File: src/include/sac_pkg.sv
/*
 * Package of the serial converter control block: field widths, reset
 * values, state encoding and the result word that leaves the block.
 * Assumes nothing beyond a SystemVerilog compiler.
 */
package sac_pkg;

	// ----------------------------------------------------------------
	// Field widths and positions
	// ----------------------------------------------------------------
	localparam int RES_BITS  = 12;
	localparam int CHAN_BITS = 3;
	localparam int CNT_BITS  = 4;
	localparam int SYNC_BITS = 4;

	localparam logic [CNT_BITS-1:0] CMD_LAST   = 4'h3;
	localparam logic [CNT_BITS-1:0] CONV_LAST  = 4'hB;
	localparam logic [CNT_BITS-1:0] LSB_LAST   = 4'hB;
	localparam logic [CNT_BITS-1:0] CNT_ZERO   = 4'h0;
	localparam logic [CNT_BITS-1:0] CNT_ONE    = 4'h1;

	// Synchroniser lanes
	localparam int LANE_SCLK = 0;
	localparam int LANE_CS_N = 1;
	localparam int LANE_DIN  = 2;
	localparam int LANE_COMP = 3;
	// Chip select lane starts low: a pin held low through reset gives no start
	localparam logic [SYNC_BITS-1:0] SYNC_INIT = 4'h0;

	// Command bit positions within the four captured bits
	localparam int CMD_MODE = 3;

	// ----------------------------------------------------------------
	// Reset values and codes
	// ----------------------------------------------------------------
	localparam logic [RES_BITS-1:0]  CODE_ZERO = 12'h000;
	localparam logic [RES_BITS-1:0]  CODE_MSB  = 12'h800;
	localparam logic [CHAN_BITS-1:0] CHAN_ZERO = 3'h0;
	localparam logic [CNT_BITS-1:0]  CMD_ZERO  = 4'h0;

	// ----------------------------------------------------------------
	// Types
	// ----------------------------------------------------------------
	typedef enum logic [2:0] {
		ST_STANDBY,
		ST_WAIT_START,
		ST_CMD,
		ST_SAMPLE,
		ST_CONV,
		ST_LSB,
		ST_ZERO
	} sac_state_t;

	typedef struct packed {
		logic                 single_ended;
		logic [CHAN_BITS-1:0] chan;
		logic [RES_BITS-1:0]  code;
	} sac_word_t;

	localparam int WORD_BITS = $bits(sac_word_t);

endpackage

File: src/hw/sac_sync.sv
/*
 * Two flip-flop synchroniser for a group of asynchronous levels.
 * Assumes one destination clock and a synchronous active-high reset.
 */
`timescale 1ns/1ps
module sac_sync #(
	parameter int              W    = 4,
	parameter logic [W-1:0]    INIT = '0
) (
	// Clock and reset
	input  wire logic          mclk_i,
	input  wire logic          rst_i,
	// Levels
	input  wire logic [W-1:0]  async_i,
	output logic      [W-1:0]  sync_o
);

	logic [W-1:0] meta;

	// First stage feeds only the second
	always_ff @(posedge mclk_i) begin
		if (rst_i) begin
			meta   <= INIT;
			sync_o <= INIT;
		end else begin
			meta   <= async_i;
			sync_o <= meta;
		end
	end

endmodule

File: src/hw/sac_buf2.sv
/*
 * Two-entry buffer with valid/ready on both sides; output comes from
 * registers. Assumes the drain may stall for any number of cycles.
 */
`timescale 1ns/1ps
module sac_buf2 #(
	parameter int W = 16
) (
	// Clock and reset
	input  wire logic          mclk_i,
	input  wire logic          rst_i,
	// Fill side
	input  wire logic          in_valid_i,
	output logic               in_ready_o,
	input  wire logic [W-1:0]  in_data_i,
	// Drain side
	output logic               out_valid_o,
	input  wire logic          out_ready_i,
	output logic      [W-1:0]  out_data_o
);

	logic         tail_v;
	logic [W-1:0] tail;
	logic         next_head_v;
	logic [W-1:0] next_head;
	logic         next_tail_v;
	logic [W-1:0] next_tail;
	logic         push;
	logic         pop;

	assign in_ready_o = !tail_v;

	always_comb begin
		push        = in_valid_i && !tail_v;
		pop         = out_valid_o && out_ready_i;
		next_head_v = out_valid_o;
		next_head   = out_data_o;
		next_tail_v = tail_v;
		next_tail   = tail;
		if (pop) begin
			if (tail_v) begin
				next_head   = tail;
				next_tail_v = 1'b0;
			end else begin
				next_head_v = push;
				next_head   = in_data_i;
			end
		end else if (push) begin
			if (!out_valid_o) begin
				next_head_v = 1'b1;
				next_head   = in_data_i;
			end else begin
				next_tail_v = 1'b1;
				next_tail   = in_data_i;
			end
		end
	end

	always_ff @(posedge mclk_i) begin
		if (rst_i) begin
			out_valid_o <= 1'b0;
			out_data_o  <= '0;
			tail_v      <= 1'b0;
			tail        <= '0;
		end else begin
			out_valid_o <= next_head_v;
			out_data_o  <= next_head;
			tail_v      <= next_tail_v;
			tail        <= next_tail;
		end
	end

endmodule

File: src/hw/sac_ctrl.sv
/*
 * Serial converter control: command capture, sample window, successive
 * approximation against an external comparator and serial result output.
 * Assumes the serial pins and the comparator are asynchronous to mclk_i
 * and that the serial clock is well below a quarter of mclk_i.
 * The comparator must settle within one serial clock; a word that
 * finds the buffer full waits in one pending register.
 */
// Functional notes
// - A transaction starts only on a falling edge of chip select.
// - Chip select high abandons any conversion and enters standby.
// - Serial clock edges pace command, sampling and every result bit.
// - Command bits are taken from the data input on rising clock edges.
// - The data output changes only on falling clock edges.
// - Sampling spans fourth rising edge after start to sixth falling edge.
// - After sampling a 12-bit result is produced, one bit per clock.
// - Each transaction's own command configures that conversion.
// - A channel pair is two single inputs or one pseudo-differential input.
// - Pseudo-differential: command picks which pair member is positive.
// - Pseudo-differential result saturates at 000h and FFFh.
// - Result is straight binary of 4096 times input over reference.
// - Start bit is first rising edge with select low and input high.
// - Low null bit on a falling edge, then 12 bits MSB first.
// - Further clocks resend the result LSB first, then zeros forever.
`timescale 1ns/1ps
module sac_ctrl #(
	parameter int RES_W  = sac_pkg::RES_BITS,
	parameter int CHAN_W = sac_pkg::CHAN_BITS
) (
	// Clock and reset
	input  wire logic                   mclk_i,
	input  wire logic                   rst_i,
	// Serial pins
	input  wire logic                   sclk_i,
	input  wire logic                   select_standby_n_i,
	input  wire logic                   din_i,
	output logic                        dout_o,
	output logic                        dout_oe_o,
	// Analog front end
	input  wire logic                   comp_i,
	output logic                        sample_o,
	output logic                        standby_o,
	output logic                        diff_mode_o,
	output logic         [CHAN_W-1:0]   chan_pos_o,
	output logic         [CHAN_W-1:0]   chan_neg_o,
	output logic         [RES_W-1:0]    dac_code_o,
	// Result stream
	input  wire logic                   res_ready_i,
	output logic                        res_valid_o,
	output sac_pkg::sac_word_t          res_data_o
);

	// ----------------------------------------------------------------
	// Pin synchronisation and edge detection
	// ----------------------------------------------------------------
	logic [sac_pkg::SYNC_BITS-1:0] pins;
	logic                          sclk_d;
	logic                          cs_n_d;
	logic                          rise;
	logic                          fall;
	logic                          cs_fall;
	logic                          cs_n;
	logic                          din;
	logic                          comp;

	sac_sync #(
		.W    (sac_pkg::SYNC_BITS),
		.INIT (sac_pkg::SYNC_INIT)
	) u_sync (
		.mclk_i  (mclk_i),
		.rst_i   (rst_i),
		.async_i ({comp_i, din_i, select_standby_n_i, sclk_i}),
		.sync_o  (pins)
	);

	assign cs_n    = pins[sac_pkg::LANE_CS_N];
	assign din     = pins[sac_pkg::LANE_DIN];
	assign comp    = pins[sac_pkg::LANE_COMP];
	assign rise    = pins[sac_pkg::LANE_SCLK] && !sclk_d;
	assign fall    = !pins[sac_pkg::LANE_SCLK] && sclk_d;
	assign cs_fall = cs_n_d && !cs_n;

	always_ff @(posedge mclk_i) begin
		if (rst_i) begin
			// Serial clock idles low; chip select history starts low so a pin
			// held low through reset must go high and low again to start
			sclk_d <= 1'b0;
			cs_n_d <= 1'b0;
		end else begin
			sclk_d <= pins[sac_pkg::LANE_SCLK];
			cs_n_d <= cs_n;
		end
	end

	// ----------------------------------------------------------------
	// Result buffer
	// ----------------------------------------------------------------
	// A word that finds the buffer full waits in push_v and push_w
	logic               push_v;
	sac_pkg::sac_word_t push_w;
	logic               buf_ready;

	sac_buf2 #(
		.W (sac_pkg::WORD_BITS)
	) u_buf (
		.mclk_i      (mclk_i),
		.rst_i       (rst_i),
		.in_valid_i  (push_v),
		.in_ready_o  (buf_ready),
		.in_data_i   (push_w),
		.out_valid_o (res_valid_o),
		.out_ready_i (res_ready_i),
		.out_data_o  (res_data_o)
	);

	// ----------------------------------------------------------------
	// Sequencer state
	// ----------------------------------------------------------------
	sac_pkg::sac_state_t              state;
	logic [sac_pkg::CNT_BITS-1:0]     cnt;
	logic [sac_pkg::CNT_BITS-1:0]     cmd;
	logic [RES_W-1:0]                 mask;
	logic [RES_W-1:0]                 result;

	sac_pkg::sac_state_t              next_state;
	logic [sac_pkg::CNT_BITS-1:0]     next_cnt;
	logic [sac_pkg::CNT_BITS-1:0]     next_cmd;
	logic [RES_W-1:0]                 next_mask;
	logic [RES_W-1:0]                 next_result;
	logic [RES_W-1:0]                 next_dac;
	logic                             next_dout;
	logic                             next_oe;
	logic                             next_sample;
	logic                             next_diff;
	logic [CHAN_W-1:0]                next_pos;
	logic [CHAN_W-1:0]                next_neg;
	logic                             next_push_v;
	sac_pkg::sac_word_t               next_push_w;
	logic [RES_W-1:0]                 decided;
	logic                             next_standby;

	// ----------------------------------------------------------------
	// Next values
	// ----------------------------------------------------------------
	always_comb begin
		next_state  = state;
		next_cnt    = cnt;
		next_cmd    = cmd;
		next_mask   = mask;
		next_result = result;
		next_dac    = dac_code_o;
		next_dout   = dout_o;
		next_oe     = dout_oe_o;
		next_sample = sample_o;
		next_diff   = diff_mode_o;
		next_pos    = chan_pos_o;
		next_neg    = chan_neg_o;
		next_push_v = push_v && !buf_ready;
		next_push_w = push_w;
		decided     = comp ? dac_code_o : (dac_code_o & ~mask);
		// Deselect overrides every state; a queued word survives it
		if (cs_n) begin
			next_state  = sac_pkg::ST_STANDBY;
			next_oe     = 1'b0;
			next_dout   = 1'b0;
			next_sample = 1'b0;
		end else begin
			case (state)
				sac_pkg::ST_STANDBY: begin
					// Only a fresh fall of chip select opens a frame
					if (cs_fall) begin
						next_state = sac_pkg::ST_WAIT_START;
					end
				end
				sac_pkg::ST_WAIT_START: begin
					// Leading zeros on the data input are skipped
					if (rise && din) begin
						next_state = sac_pkg::ST_CMD;
						next_cnt   = sac_pkg::CNT_ZERO;
					end
				end
				sac_pkg::ST_CMD: begin
					if (rise) begin
						next_cmd = {cmd[sac_pkg::CNT_BITS-2:0], din};
						next_cnt = cnt + sac_pkg::CNT_ONE;
						if (cnt == sac_pkg::CMD_LAST) begin
							next_state  = sac_pkg::ST_SAMPLE;
							next_cnt    = sac_pkg::CNT_ZERO;
							next_sample = 1'b1;
							// Mode bit is in cmd[2] while the last channel bit is still on din
							next_diff   = !cmd[sac_pkg::CMD_MODE-1];
							if (cmd[sac_pkg::CMD_MODE-1]) begin
								next_pos = {cmd[1:0], din};
								next_neg = sac_pkg::CHAN_ZERO;
							end else begin
								next_pos = {cmd[1:0], din};
								next_neg = {cmd[1:0], !din};
							end
						end
					end
				end
				sac_pkg::ST_SAMPLE: begin
					// The spare rise arms the close; the next fall ends sampling
					if (rise) begin
						next_cnt = sac_pkg::CNT_ONE;
					end else if (fall && cnt == sac_pkg::CNT_ONE) begin
						next_sample = 1'b0;
						next_oe     = 1'b1;
						next_dout   = 1'b0;
						next_dac    = sac_pkg::CODE_MSB;
						next_mask   = sac_pkg::CODE_MSB;
						next_cnt    = sac_pkg::CNT_ZERO;
						next_state  = sac_pkg::ST_CONV;
					end
				end
				sac_pkg::ST_CONV: begin
					if (fall) begin
						// Comparator result fixes one bit per clock
						next_dout   = comp;
						next_result = decided;
						next_dac    = decided | (mask >> 1);
						next_mask   = mask >> 1;
						next_cnt    = cnt + sac_pkg::CNT_ONE;
						if (cnt == sac_pkg::CONV_LAST) begin
							// Last trial: keep only the decided bits and queue the word
							next_dac    = decided;
							next_state  = sac_pkg::ST_LSB;
							next_cnt    = sac_pkg::CNT_ONE;
							next_push_v = 1'b1;
							next_push_w = '{single_ended: !diff_mode_o, chan: chan_pos_o, code: decided};
						end
					end
				end
				sac_pkg::ST_LSB: begin
					// Bit 0 closed the MSB-first run, so the resend starts at bit 1
					if (fall) begin
						next_dout = result[cnt];
						next_cnt  = cnt + sac_pkg::CNT_ONE;
						if (cnt == sac_pkg::LSB_LAST) begin
							next_state = sac_pkg::ST_ZERO;
						end
					end
				end
				sac_pkg::ST_ZERO: begin
					// Zeros for as long as the host keeps clocking
					if (fall) begin
						next_dout = 1'b0;
					end
				end
				default: begin
					next_state = sac_pkg::ST_STANDBY;
				end
			endcase
		end
		next_standby = (next_state == sac_pkg::ST_STANDBY);
	end

	// ----------------------------------------------------------------
	// State registers
	// ----------------------------------------------------------------
	always_ff @(posedge mclk_i) begin
		if (rst_i) begin
			state       <= sac_pkg::ST_STANDBY;
			cnt         <= sac_pkg::CNT_ZERO;
			cmd         <= sac_pkg::CMD_ZERO;
			mask        <= sac_pkg::CODE_ZERO;
			result      <= sac_pkg::CODE_ZERO;
			dac_code_o  <= sac_pkg::CODE_ZERO;
			dout_o      <= 1'b0;
			dout_oe_o   <= 1'b0;
			sample_o    <= 1'b0;
			standby_o   <= 1'b1;
			diff_mode_o <= 1'b0;
			chan_pos_o  <= sac_pkg::CHAN_ZERO;
			chan_neg_o  <= sac_pkg::CHAN_ZERO;
			push_v      <= 1'b0;
			push_w      <= '0;
		end else begin
			state       <= next_state;
			cnt         <= next_cnt;
			cmd         <= next_cmd;
			mask        <= next_mask;
			result      <= next_result;
			dac_code_o  <= next_dac;
			dout_o      <= next_dout;
			dout_oe_o   <= next_oe;
			sample_o    <= next_sample;
			standby_o   <= next_standby;
			diff_mode_o <= next_diff;
			chan_pos_o  <= next_pos;
			chan_neg_o  <= next_neg;
			push_v      <= next_push_v;
			push_w      <= next_push_w;
		end
	end

endmodule

File: config.mk
export PLATFORM = sky130hd
export DESIGN_NAME = sac_ctrl
export DESIGN_NICKNAME = d
export VERILOG_FILES = /design/src/include/sac_pkg.sv /design/src/hw/sac_sync.sv /design/src/hw/sac_buf2.sv /design/src/hw/sac_ctrl.sv
export SDC_FILE = /design/constraint.sdc
export NUM_CORES = 1
export LEC_CHECK = 0
export BUFFER_PORTS_ARGS = -buffer_cell sky130_fd_sc_hd__clkbuf_2
export CORE_MARGIN = 2
export CORE_UTILIZATION = 53
export DETAILED_ROUTE_END_ITERATION = 8
export HOLD_SLACK_MARGIN = 0.1
export PLACE_DENSITY = 0.75
export SYNTH_ARGS = -nofsm -noshare
export SYNTH_HDL_FRONTEND = slang
export SYNTH_SLANG_ARGS = --single-unit
File: constraint.sdc
create_clock -name mclk_i -period 1.9 [get_ports mclk_i]
set_clock_uncertainty 0.15 [all_clocks]
set_input_delay 0.38 -clock mclk_i [delete_from_list [all_inputs] [get_ports mclk_i]]
set_output_delay 0.38 -clock mclk_i [all_outputs]
set_load 0.01 [all_outputs]
Word level (Yosys, flattened, before mapping)
Index checks and enable logic that the tools add are counted.

Input bits: 7. Bits in latches: 0. Bits in read-only memories: 0. RAM bits: 0. Memories kept: 0. Flip-flop bits (word level): 118. Logic and storage cells: 142.

Magnitude comparators: 1. Div/mod/pow operators: 0. Bitwise gates (word level): 6. Equal/unequal tests: 20. Add/sub/neg operators: 1. Multiply operators: 0. Shift operators: 0. Reduce and logical (&&, ||, !) cells: 37. Muxes and demuxes: 52.

Operators with widths (count): 12-bit 2-to-1 mux (6); 16-bit 2-to-1 mux (4); 12-bit case mux with 2 select lines (2); 3-bit 2-to-1 mux (12); 4-bit 2-to-1 mux (8); 3-bit case mux with 7 select lines (1); 2-bit inequality test, second input constant (10); 4-bit case mux with 5 select lines (1); 1-bit 2-to-1 mux (15); 12-bit AND (1); 12-bit inverter (1); 12-bit by 11-bit bitwise OR with 12-bit output (1); 3-bit AND reduction (4); 5-bit AND reduction (2); 3-bit == test, second input constant (3); 1-bit logical AND (8); 4-bit AND reduction (2); 1-bit zero test (7); 7-bit AND reduction (1); 3-bit by 2-bit == test with 1-bit output, second input constant (2); 3-bit zero test (2); 2-bit AND reduction (3); 6-bit AND reduction (1); 2-bit nonzero test (3); 14 further kinds (17).

Longest topological paths before layout
Gate-level depths: netlist of the first run.

Word-level depth: 8. Mapped depth: 8. Mapped depth without buffers: 6.

Hierarchy
A second synthesis of the first run with hierarchy kept.

Cells, all modules: 582. Area, all modules: 5225.0 um^2.

By module, submodules not included: sac_ctrl (times used 1, area each 3372.0 um^2, cells an instance 375, seq. area each 1521.5 um^2); sac_buf2 (times used 1, area each 1642.8 um^2, cells an instance 191, seq. area each 680.7 um^2); sac_sync (times used 1, area each 210.2 um^2, cells an instance 16, seq. area each 160.2 um^2).

Worst setup path after synthesis of the first run
No wires, ideal clock.

Path type: register to register. Start: register cnt[1] (netlist bit). End: register chan_neg_o[2]. Arrival: 1890 ps. Required time: 1685 ps. Path buffers: 1. Slack: -205 ps. Library setup time: 65 ps. Stages on the path, launching flop included: 8. Period minus slack after synthesis: 2105 ps. Cells stage by stage: dfxtp_1 > ha_1 > or3b_4 > or4_4 > buf_6 > nor3b_2 > a21oi_1 > nor2_1.

Word-level cells in the longest chain between the ends: 2.

Ends and longest elaborated chain: start: declaration (RTL line sac_ctrl.sv:120) `logic [sac_pkg::CNT_BITS-1:0] cnt;`; start signal: assignment (RTL line sac_ctrl.sv:264) `cnt <= sac_pkg::CNT_ZERO;`; start signal: assignment (RTL line sac_ctrl.sv:280) `cnt <= next_cnt;`; 4-bit by 2-bit == test with 1-bit output (RTL line sac_ctrl.sv:186) `if (cnt == sac_pkg::CMD_LAST) begin`; 4-bit AND reduction (no source line); end signal: assignment (RTL line sac_ctrl.sv:275) `chan_neg_o <= sac_pkg::CHAN_ZERO;`; end signal: assignment (RTL line sac_ctrl.sv:291) `chan_neg_o <= next_neg;`; end: declaration (RTL line sac_ctrl.sv:45) `output logic [CHAN_W-1:0] chan_neg_o,`.

Every way passes these cells. A chain may end at the register's enable or synchronous reset.

Final worst setup path of the first run
Start: register cnt[0] (netlist bit). End: register chan_neg_o[2].

The elaborated chain is that of the path after synthesis.

==> results of run 1 <==
[timing repair]
item                                    CTS  global route
endpoints found under the setup margin   15            46
pin swaps                                 0             6
gates cloned                              1             2
hold endpoints to repair                  9             0
setup buffers                             0             2
hold buffers                              6             0
resized for setup                         6            33
[path summary, 6_finish.rpt]
path                                    endpoint           start  cells past startpoint  slack (ps)
worst max register to register     chan_neg_o[2]          cnt[0]                      6          -5
worst min-delay path            u_sync.sync_o[3]  u_sync.meta[3]                      1         280
worst min register to register  u_sync.sync_o[3]  u_sync.meta[3]                      1         280
worst max-delay path               chan_neg_o[2]          cnt[0]                      6          -5
[cells in the mapped netlist, types with 2 or more instances]
| cell | n | share of area [%] |
|---|---|---|
| a211oi_1 | 30 | 4.5 |
| a21oi_1 | 66 | 6.6 |
| a221oi_1 | 2 | 0.35 |
| a22oi_1 | 8 | 1.2 |
| a311oi_1 | 2 | 0.35 |
| a31oi_1 | 2 | 0.25 |
| and3b_1 | 3 | 0.53 |
| buf_2 | 5 | 0.50 |
| buf_6 | 2 | 0.45 |
| clkbuf_1 | 38 | 2.9 |
| dfxtp_1 | 118 | 48 |
| ha_1 | 2 | 0.50 |
| inv_1 | 15 | 1.1 |
| mux2i_1 | 25 | 5.0 |
| mux4_1 | 2 | 1.1 |
| nand2_1 | 55 | 4.2 |
| nand2b_1 | 8 | 1.0 |
| nand3_1 | 17 | 1.7 |
| nand3b_1 | 2 | 0.30 |
| nand4b_1 | 2 | 0.35 |
| nor2_1 | 103 | 7.8 |
| nor2b_1 | 16 | 2.0 |
| nor3_1 | 18 | 1.8 |
| nor3b_1 | 4 | 0.60 |
| o21ai_0 | 18 | 1.8 |
| o21ai_1 | 2 | 0.20 |
| or2_2 | 2 | 0.25 |
[final cells by class]
class	instances	area share [%]
clock inverters	14	2.571
inverters	15	0.8763
multi-input cells	414	39.20
repair buffers	100	11.74
clock buffers	18	6.504
flip-flops and latches	118	36.94
well taps	111	2.162
[cells in the final DEF (no fill, tap or decap), drive strengths merged, types with 2 or more instances in the layout]
cell type,count
bufinv,2
a21oi,67
nand4b,2
a211oi,30
dlygate4sd3,6
or4,2
mux4,3
clkinv,3
o21ai,20
nand2,55
dfxtp,118
or2,2
nand3,17
nor3,18
and3b,3
a311oi,3
nand3b,2
ha,2
a221oi,2
clkbuf,65
nor2b,16
nor3b,5
mux2i,25
buf,47
clkinvlp,2
inv,22
a31oi,2
nor2,103
nand2b,8
or3b,3
a22oi,8
[registers in the layout (all words and copies together), names as in the netlist, 3 cells and up]
name / count
result: 12
u_sync.sync_o: 4
push_w: 16
u_sync.meta: 4
cnt: 4
mask: 12
chan_neg_o: 3
chan_pos_o: 3
u_buf.tail: 16
dac_code_o: 12
cmd: 3
state: 3
u_buf.out_data_o: 16
[layer usage]
layer,global-route usage [%],vias up,share of wire [%]
met5,0,-,0
met4,8.535,0,0.87
met3,6.657,11,4.7
met2,37.08,116,49
met1,31.93,2075,46
li1,-,2205,-
[metrics by stage]
| stage | hold slack, ps | util, % | power, mW | TNS (ps) |
|---|---|---|---|---|
| after floorplan | 258.9 | - | 2.617 | -15.96 |
| after global placement | 266.2 | 60.70 | 2.652 | -106.0 |
| after detailed placement | 277.2 | 60.70 | 2.653 | -636.6 |
| after CTS | 291.0 | 68.00 | 5.775 | 0 |
| after global routing | 305.2 | 70.20 | 5.910 | -341.8 |
| final | 284.7 | 70.20 | 5.738 | -5.103 |
[power by group]
| group | leakage [nW] | internal, mW | total, mW | switching, mW |
|---|---|---|---|---|
| Sequential | 0.955 | 2.48 | 2.50 | 0.0115 |
| Clock | 0.280 | 1.90 | 3.12 | 1.22 |
| Combinational | 1.27 | 0.0489 | 0.122 | 0.0732 |
[cell families after synthesis]
| family | after synthesis | synth area share [%] |
|---|---|---|
| compound gates | 142 | 17.53 |
| xor+xnor | 1 | 0.1764 |
| fa+ha+maj | 2 | 0.5037 |
| buf+inv | 61 | 5.113 |
| flops | 118 | 47.56 |
| mux | 28 | 6.549 |
| simple gates | 240 | 22.57 |
==> summary.md, run 1 <==
| Metric | Value |
|---|---|
| Final #Nets | 675 |
| Max Cap Violations | 0 |
| Slew HR | 58.87% |
| Clock insertion delay at the later pin of the skew report | 520 ps |
| Clock buffer depth | 2 |
| Post-synth EDFFs | 0 |
| Netlist Area Pre-Place | 4967 sq um |
| Syn Nets | 601 |
| Top-level I/O count | 47 |
| Die height | 100.8 microns |
| Synth async-reset ratio | 0% |
| Yosys warning count | 0 |
| Wire per inst | 14.91 microns |
| Pleak | 2.500 nW |
| Sequential fraction of the synthesis area | 47.56% |
| DR iter-0 viols | 196 |
| Worst EP required | 2200 ps |
| GP Congestion | 0.8933 |
| Die ar. | 10160 sq um |
| CP Buf/Inv Count | 0 |
| Syn_area_per_cell | 8.391 sq um |
| Worst Hold Class | reg -> reg |
| Clk sinks | 118 |
| Fraction of layout cells with a size suffix above 1 | 25.04% |
| DRC viols | 0 |
| Placed cells | 747 |
| Number of fill cells | 716 |
| Violated checks | negative setup slack |
| Final Max Slew Viols | 0 |
| FP Rows | 35 |
| Layout area overhead | 29.35% |
| Buffers on Ports | 46 |
| Clk pin slew, worst setup/hold paths | 60 ps |
| Post-DRT Antenna Nets | 0 |
| Non-filler cells, final | 790 |
| Final wirelength | 11780 microns |
| Critical path arrival | 2200 ps |
| Maximum VDD drop | 539.4 uV |
| Min cycle time layout | 1905 ps |
| Initial antenna violation count | 0 |
| Critical path class | reg -> reg |
| # setup viols final | 1 |
| Hold Violations, Final | 0 |
| Initial Util | 54.27% |
| First-pass GRT wire length | 19380 microns |
| Startpoint type of the worst setup path | register |
| Cell Chain, Critical Path | ha_4, or3b_4, or4_4, nor3b_2, a21oi_1, nor2_1 |
| FF+latch count, synth | 118 |
| Root buf cell | clkbuf_8 |
| Place WS | -90.12 ps |
| Core Region | 9153 sq um |
| Final antenna diode count | 0 |
| Syn Inst Count | 592 |
| Slowest cell on the critical path | or4_4 |
| Yosys cell types | 52 |
| Vias in the first global route | 4187 |
| CP top delay family | simple AND/OR/NAND/NOR gates |
| Avg Vias per Cell | 5.578 |
| CTS tree | done |
| Total vias in the final route | 4407 |
| P per Cell Area | 893.1 nW/um^2 |
| Final setup margin | -5.103 ps |
| Critical Path Fanout Max | 6 |
| Worst-Margin Slew | 614.6 ps |
| CTS buffer count | 17 |
| H-tree levels | 4 |
| Register Area | 2374 sq um |
| Tcrit/Tclk final | 100.3% |
| RSZ-0062 raised after global routing | yes |
| DP Area | 5555 sq um |
| Hpwl dp | 7368 microns |
| Outcome | finished, violations left |
| Crit path capture type | register |
| Crit path largest cell delay | 500 ps |
| Drt pass-1 iters | 4 |
| Area occupied by multi-input gates | 2519 sq um |
| Most used DFF post-synth | dfxtp_1 |
| Finished Cell Area | 6425 sq um |
| Total GRT Usage | 23.88% |
| Total grt overflow | 0 |
| Pin count of the biggest net entering global routing | 113 |
| FMAX | 524.9 MHz |
| Die X | 100.8 microns |
Note: power is estimated with default switching activity, not from simulation.
==> run 2: changes to the inputs <==
--- a/config.mk
+++ b/config.mk
@@ -7,10 +7,10 @@
 export LEC_CHECK = 0
 export BUFFER_PORTS_ARGS = -buffer_cell sky130_fd_sc_hd__clkbuf_2
 export CORE_MARGIN = 2
-export CORE_UTILIZATION = 53
+export CORE_UTILIZATION = 60
 export DETAILED_ROUTE_END_ITERATION = 8
 export HOLD_SLACK_MARGIN = 0.1
-export PLACE_DENSITY = 0.75
+export PLACE_DENSITY = 0.81
 export SYNTH_ARGS = -nofsm -noshare
 export SYNTH_HDL_FRONTEND = slang
 export SYNTH_SLANG_ARGS = --single-unit
==> constraint.sdc (replaced) <==
create_clock -name mclk_i -period 2.25 [get_ports mclk_i]
set_clock_uncertainty 0.15 [all_clocks]
set_input_delay 0.45 -clock mclk_i [delete_from_list [all_inputs] [get_ports mclk_i]]
set_output_delay 0.45 -clock mclk_i [all_outputs]
set_load 0.01 [all_outputs]
==> summary.md, run 2 (synthesis results as in run 1) <==
| Metric | Value |
|---|---|
| Outcome | finished clean |
| Initial Util | 61.07% |
| Fraction of layout cells with a size suffix above 1 | 16.95% |
| Combinational power share | 1.9% |
| Clock buffer depth | 2 |
| GP Congestion | 0.9291 |
| Commonest cells after routing, fill and taps aside | 118 x dfxtp_1, 102 x nor2_1, 66 x a21oi_1, 55 x nand2_1, 45 x clkbuf_2 |
| Hold Violations, Final | 0 |
| Drt pass-1 iters | 6 |
| Initial antenna violation count | 0 |
| Sequential power share | 44.2% |
| Total grt overflow | 0 |
| Clock network power share | 53.9% |
| Worst EP required | 2490 ps |
| Int Pwr | 3.755 mW |
| Worst-Margin Slew | 1096 ps |
| Slew HR | 26.93% |
| DRC viols | 0 |
| Clk sinks | 118 |
| Sw frac | 21.27% |
| Finished Cell Area | 5942 sq um |
| Worst Hold Class | in -> reg |
| Clock insertion delay at the later pin of the skew report | 520 ps |
| Core Region | 8134 sq um |
| Total vias in the final route | 4305 |
| Vias in the first global route | 3918 |
| Top flop regs | push_w: 16 flops, u_buf.out_data_o: 16 flops, u_buf.tail: 16 flops |
| Pleak | 2.290 nW |
| FMAX | 463.3 MHz |
| Die X | 94.99 microns |
| Critical path class | reg -> reg |
| Final Total Pwr | 4.769 mW |
| Hpwl dp | 7299 microns |
| Most common cell after layout, fill and taps aside | dfxtp_1 |
| Buffers on Ports | 46 |
| Startpoint type of the worst setup path | register |
| Pin count of the biggest net entering global routing | 113 |
| Post-DRT Antenna Nets | 0 |
| Root buf cell | clkbuf_8 |
| First-pass GRT wire length | 18400 microns |
| Layout area overhead | 19.62% |
| Maximum VDD drop | 592.3 uV |
| Avg Vias per Cell | 5.710 |
| Die height | 94.99 microns |
| DR iter-0 viols | 258 |
| DP Area | 5320 sq um |
| Final #Nets | 646 |
| Wire per inst | 14.72 microns |
| # setup viols final | 0 |
| CTS buffer count | 17 |
| RSZ-0062 raised after global routing | no |
| Clk pin slew, worst setup/hold paths | 60 ps |
| Crit path capture type | register |
| Top-level I/O count | 47 |
| Die ar. | 9022 sq um |
| Final antenna diode count | 0 |
| Max Cap Violations | 0 |
| H-tree levels | 4 |
| Tcrit/Tclk final | 95.92% |
| P per Cell Area | 802.7 nW/um^2 |
| Critical path arrival | 2390 ps |
| Final Max Slew Viols | 0 |
| CTS tree | done |
| Total GRT Usage | 26.37% |
| Post-CTS Setup Inserts | 0 |
| Final wirelength | 11100 microns |
| Min cycle time layout | 2158 ps |
| FP Rows | 33 |
| Switching power | 1.014 mW |
| Total negative setup slack | 0 ps |
| Critical Path Fanout Max | 11 |
| Fin util | 73.05% |
run 2: cell count changes in the layout (fill, tap and decap cells not counted), sizes merged:
cell         change
buf             -25
inv              -6
clkinv           +2
clkinvlp         +2
clkbuf           -1
dlygate4sd3      -1
or4              -1
run 2: path summary, 6_finish.rpt:
path / start / end / slack (ps) / cells past startpoint
max: cnt[0] / chan_pos_o[1] / 90 / 5
min reg2reg: u_sync.meta[2] / u_sync.sync_o[2] / 280 / 1
min: rst_i / dout_oe_o / 170 / 3
max reg2reg: cnt[0] / chan_pos_o[1] / 90 / 5
run 2: layout make-up:
type	count	area, sq um
Clock inverter	12	127.6
Clock buffer	19	441.7
Fill cell	606	2192
Inverter	15	56.30
Tap cell	105	131.4
Multi-Input combinational cell	413	2357
Timing Repair Buffer	72	465.4
Sequential cell	118	2362
run 2: power by group through the flow:
| stage | logic, mW | registers, mW | clock network [mW] |
|---|---|---|---|
| after floorplan | 0.0602 | 2.15 | 0 |
| after global placement | 0.0827 | 2.15 | 0 |
| after detailed placement | 0.0835 | 2.15 | 0 |
| after CTS | 0.0904 | 2.11 | 2.59 |
| after global routing | 0.0997 | 2.11 | 2.69 |
| final | 0.0907 | 2.11 | 2.57 |
run 2: routing by layer:
metal | wire (microns) | part of all wire, % | global-route usage, %
met3 | 529 | 4.8 | 5.746
met5 | 0 | 0 | 0
met2 | 5319 | 48 | 42.20
met4 | 140 | 1.3 | 10.75
met1 | 5110 | 46 | 34.64
run 2: critical path: stages, from the launching register on:
cell	delay (ps)
dfxtp_1	340
ha_1	210
or3b_4	410
or4_4	620
mux2i_1	230
nor2_1	70
run 2: per-stage QoR:
step / std cells / hold slack (ps) / setup slack [ps]
after detailed placement: 718 / 276.6 / 127.5
after CTS: 754 / 159.6 / 87.25
after global routing: 754 / 176.0 / 11.22
after floorplan: 592 / 258.9 / 145.3
after global placement: 718 / 266.3 / 186.8
final: 754 / 173.6 / 91.79
run 2: timing repair:
item,CTS,global route
hold endpoints to repair,5,0
gates resized for setup,0,1
setup endpoints to repair,0,10
hold buffers,5,0
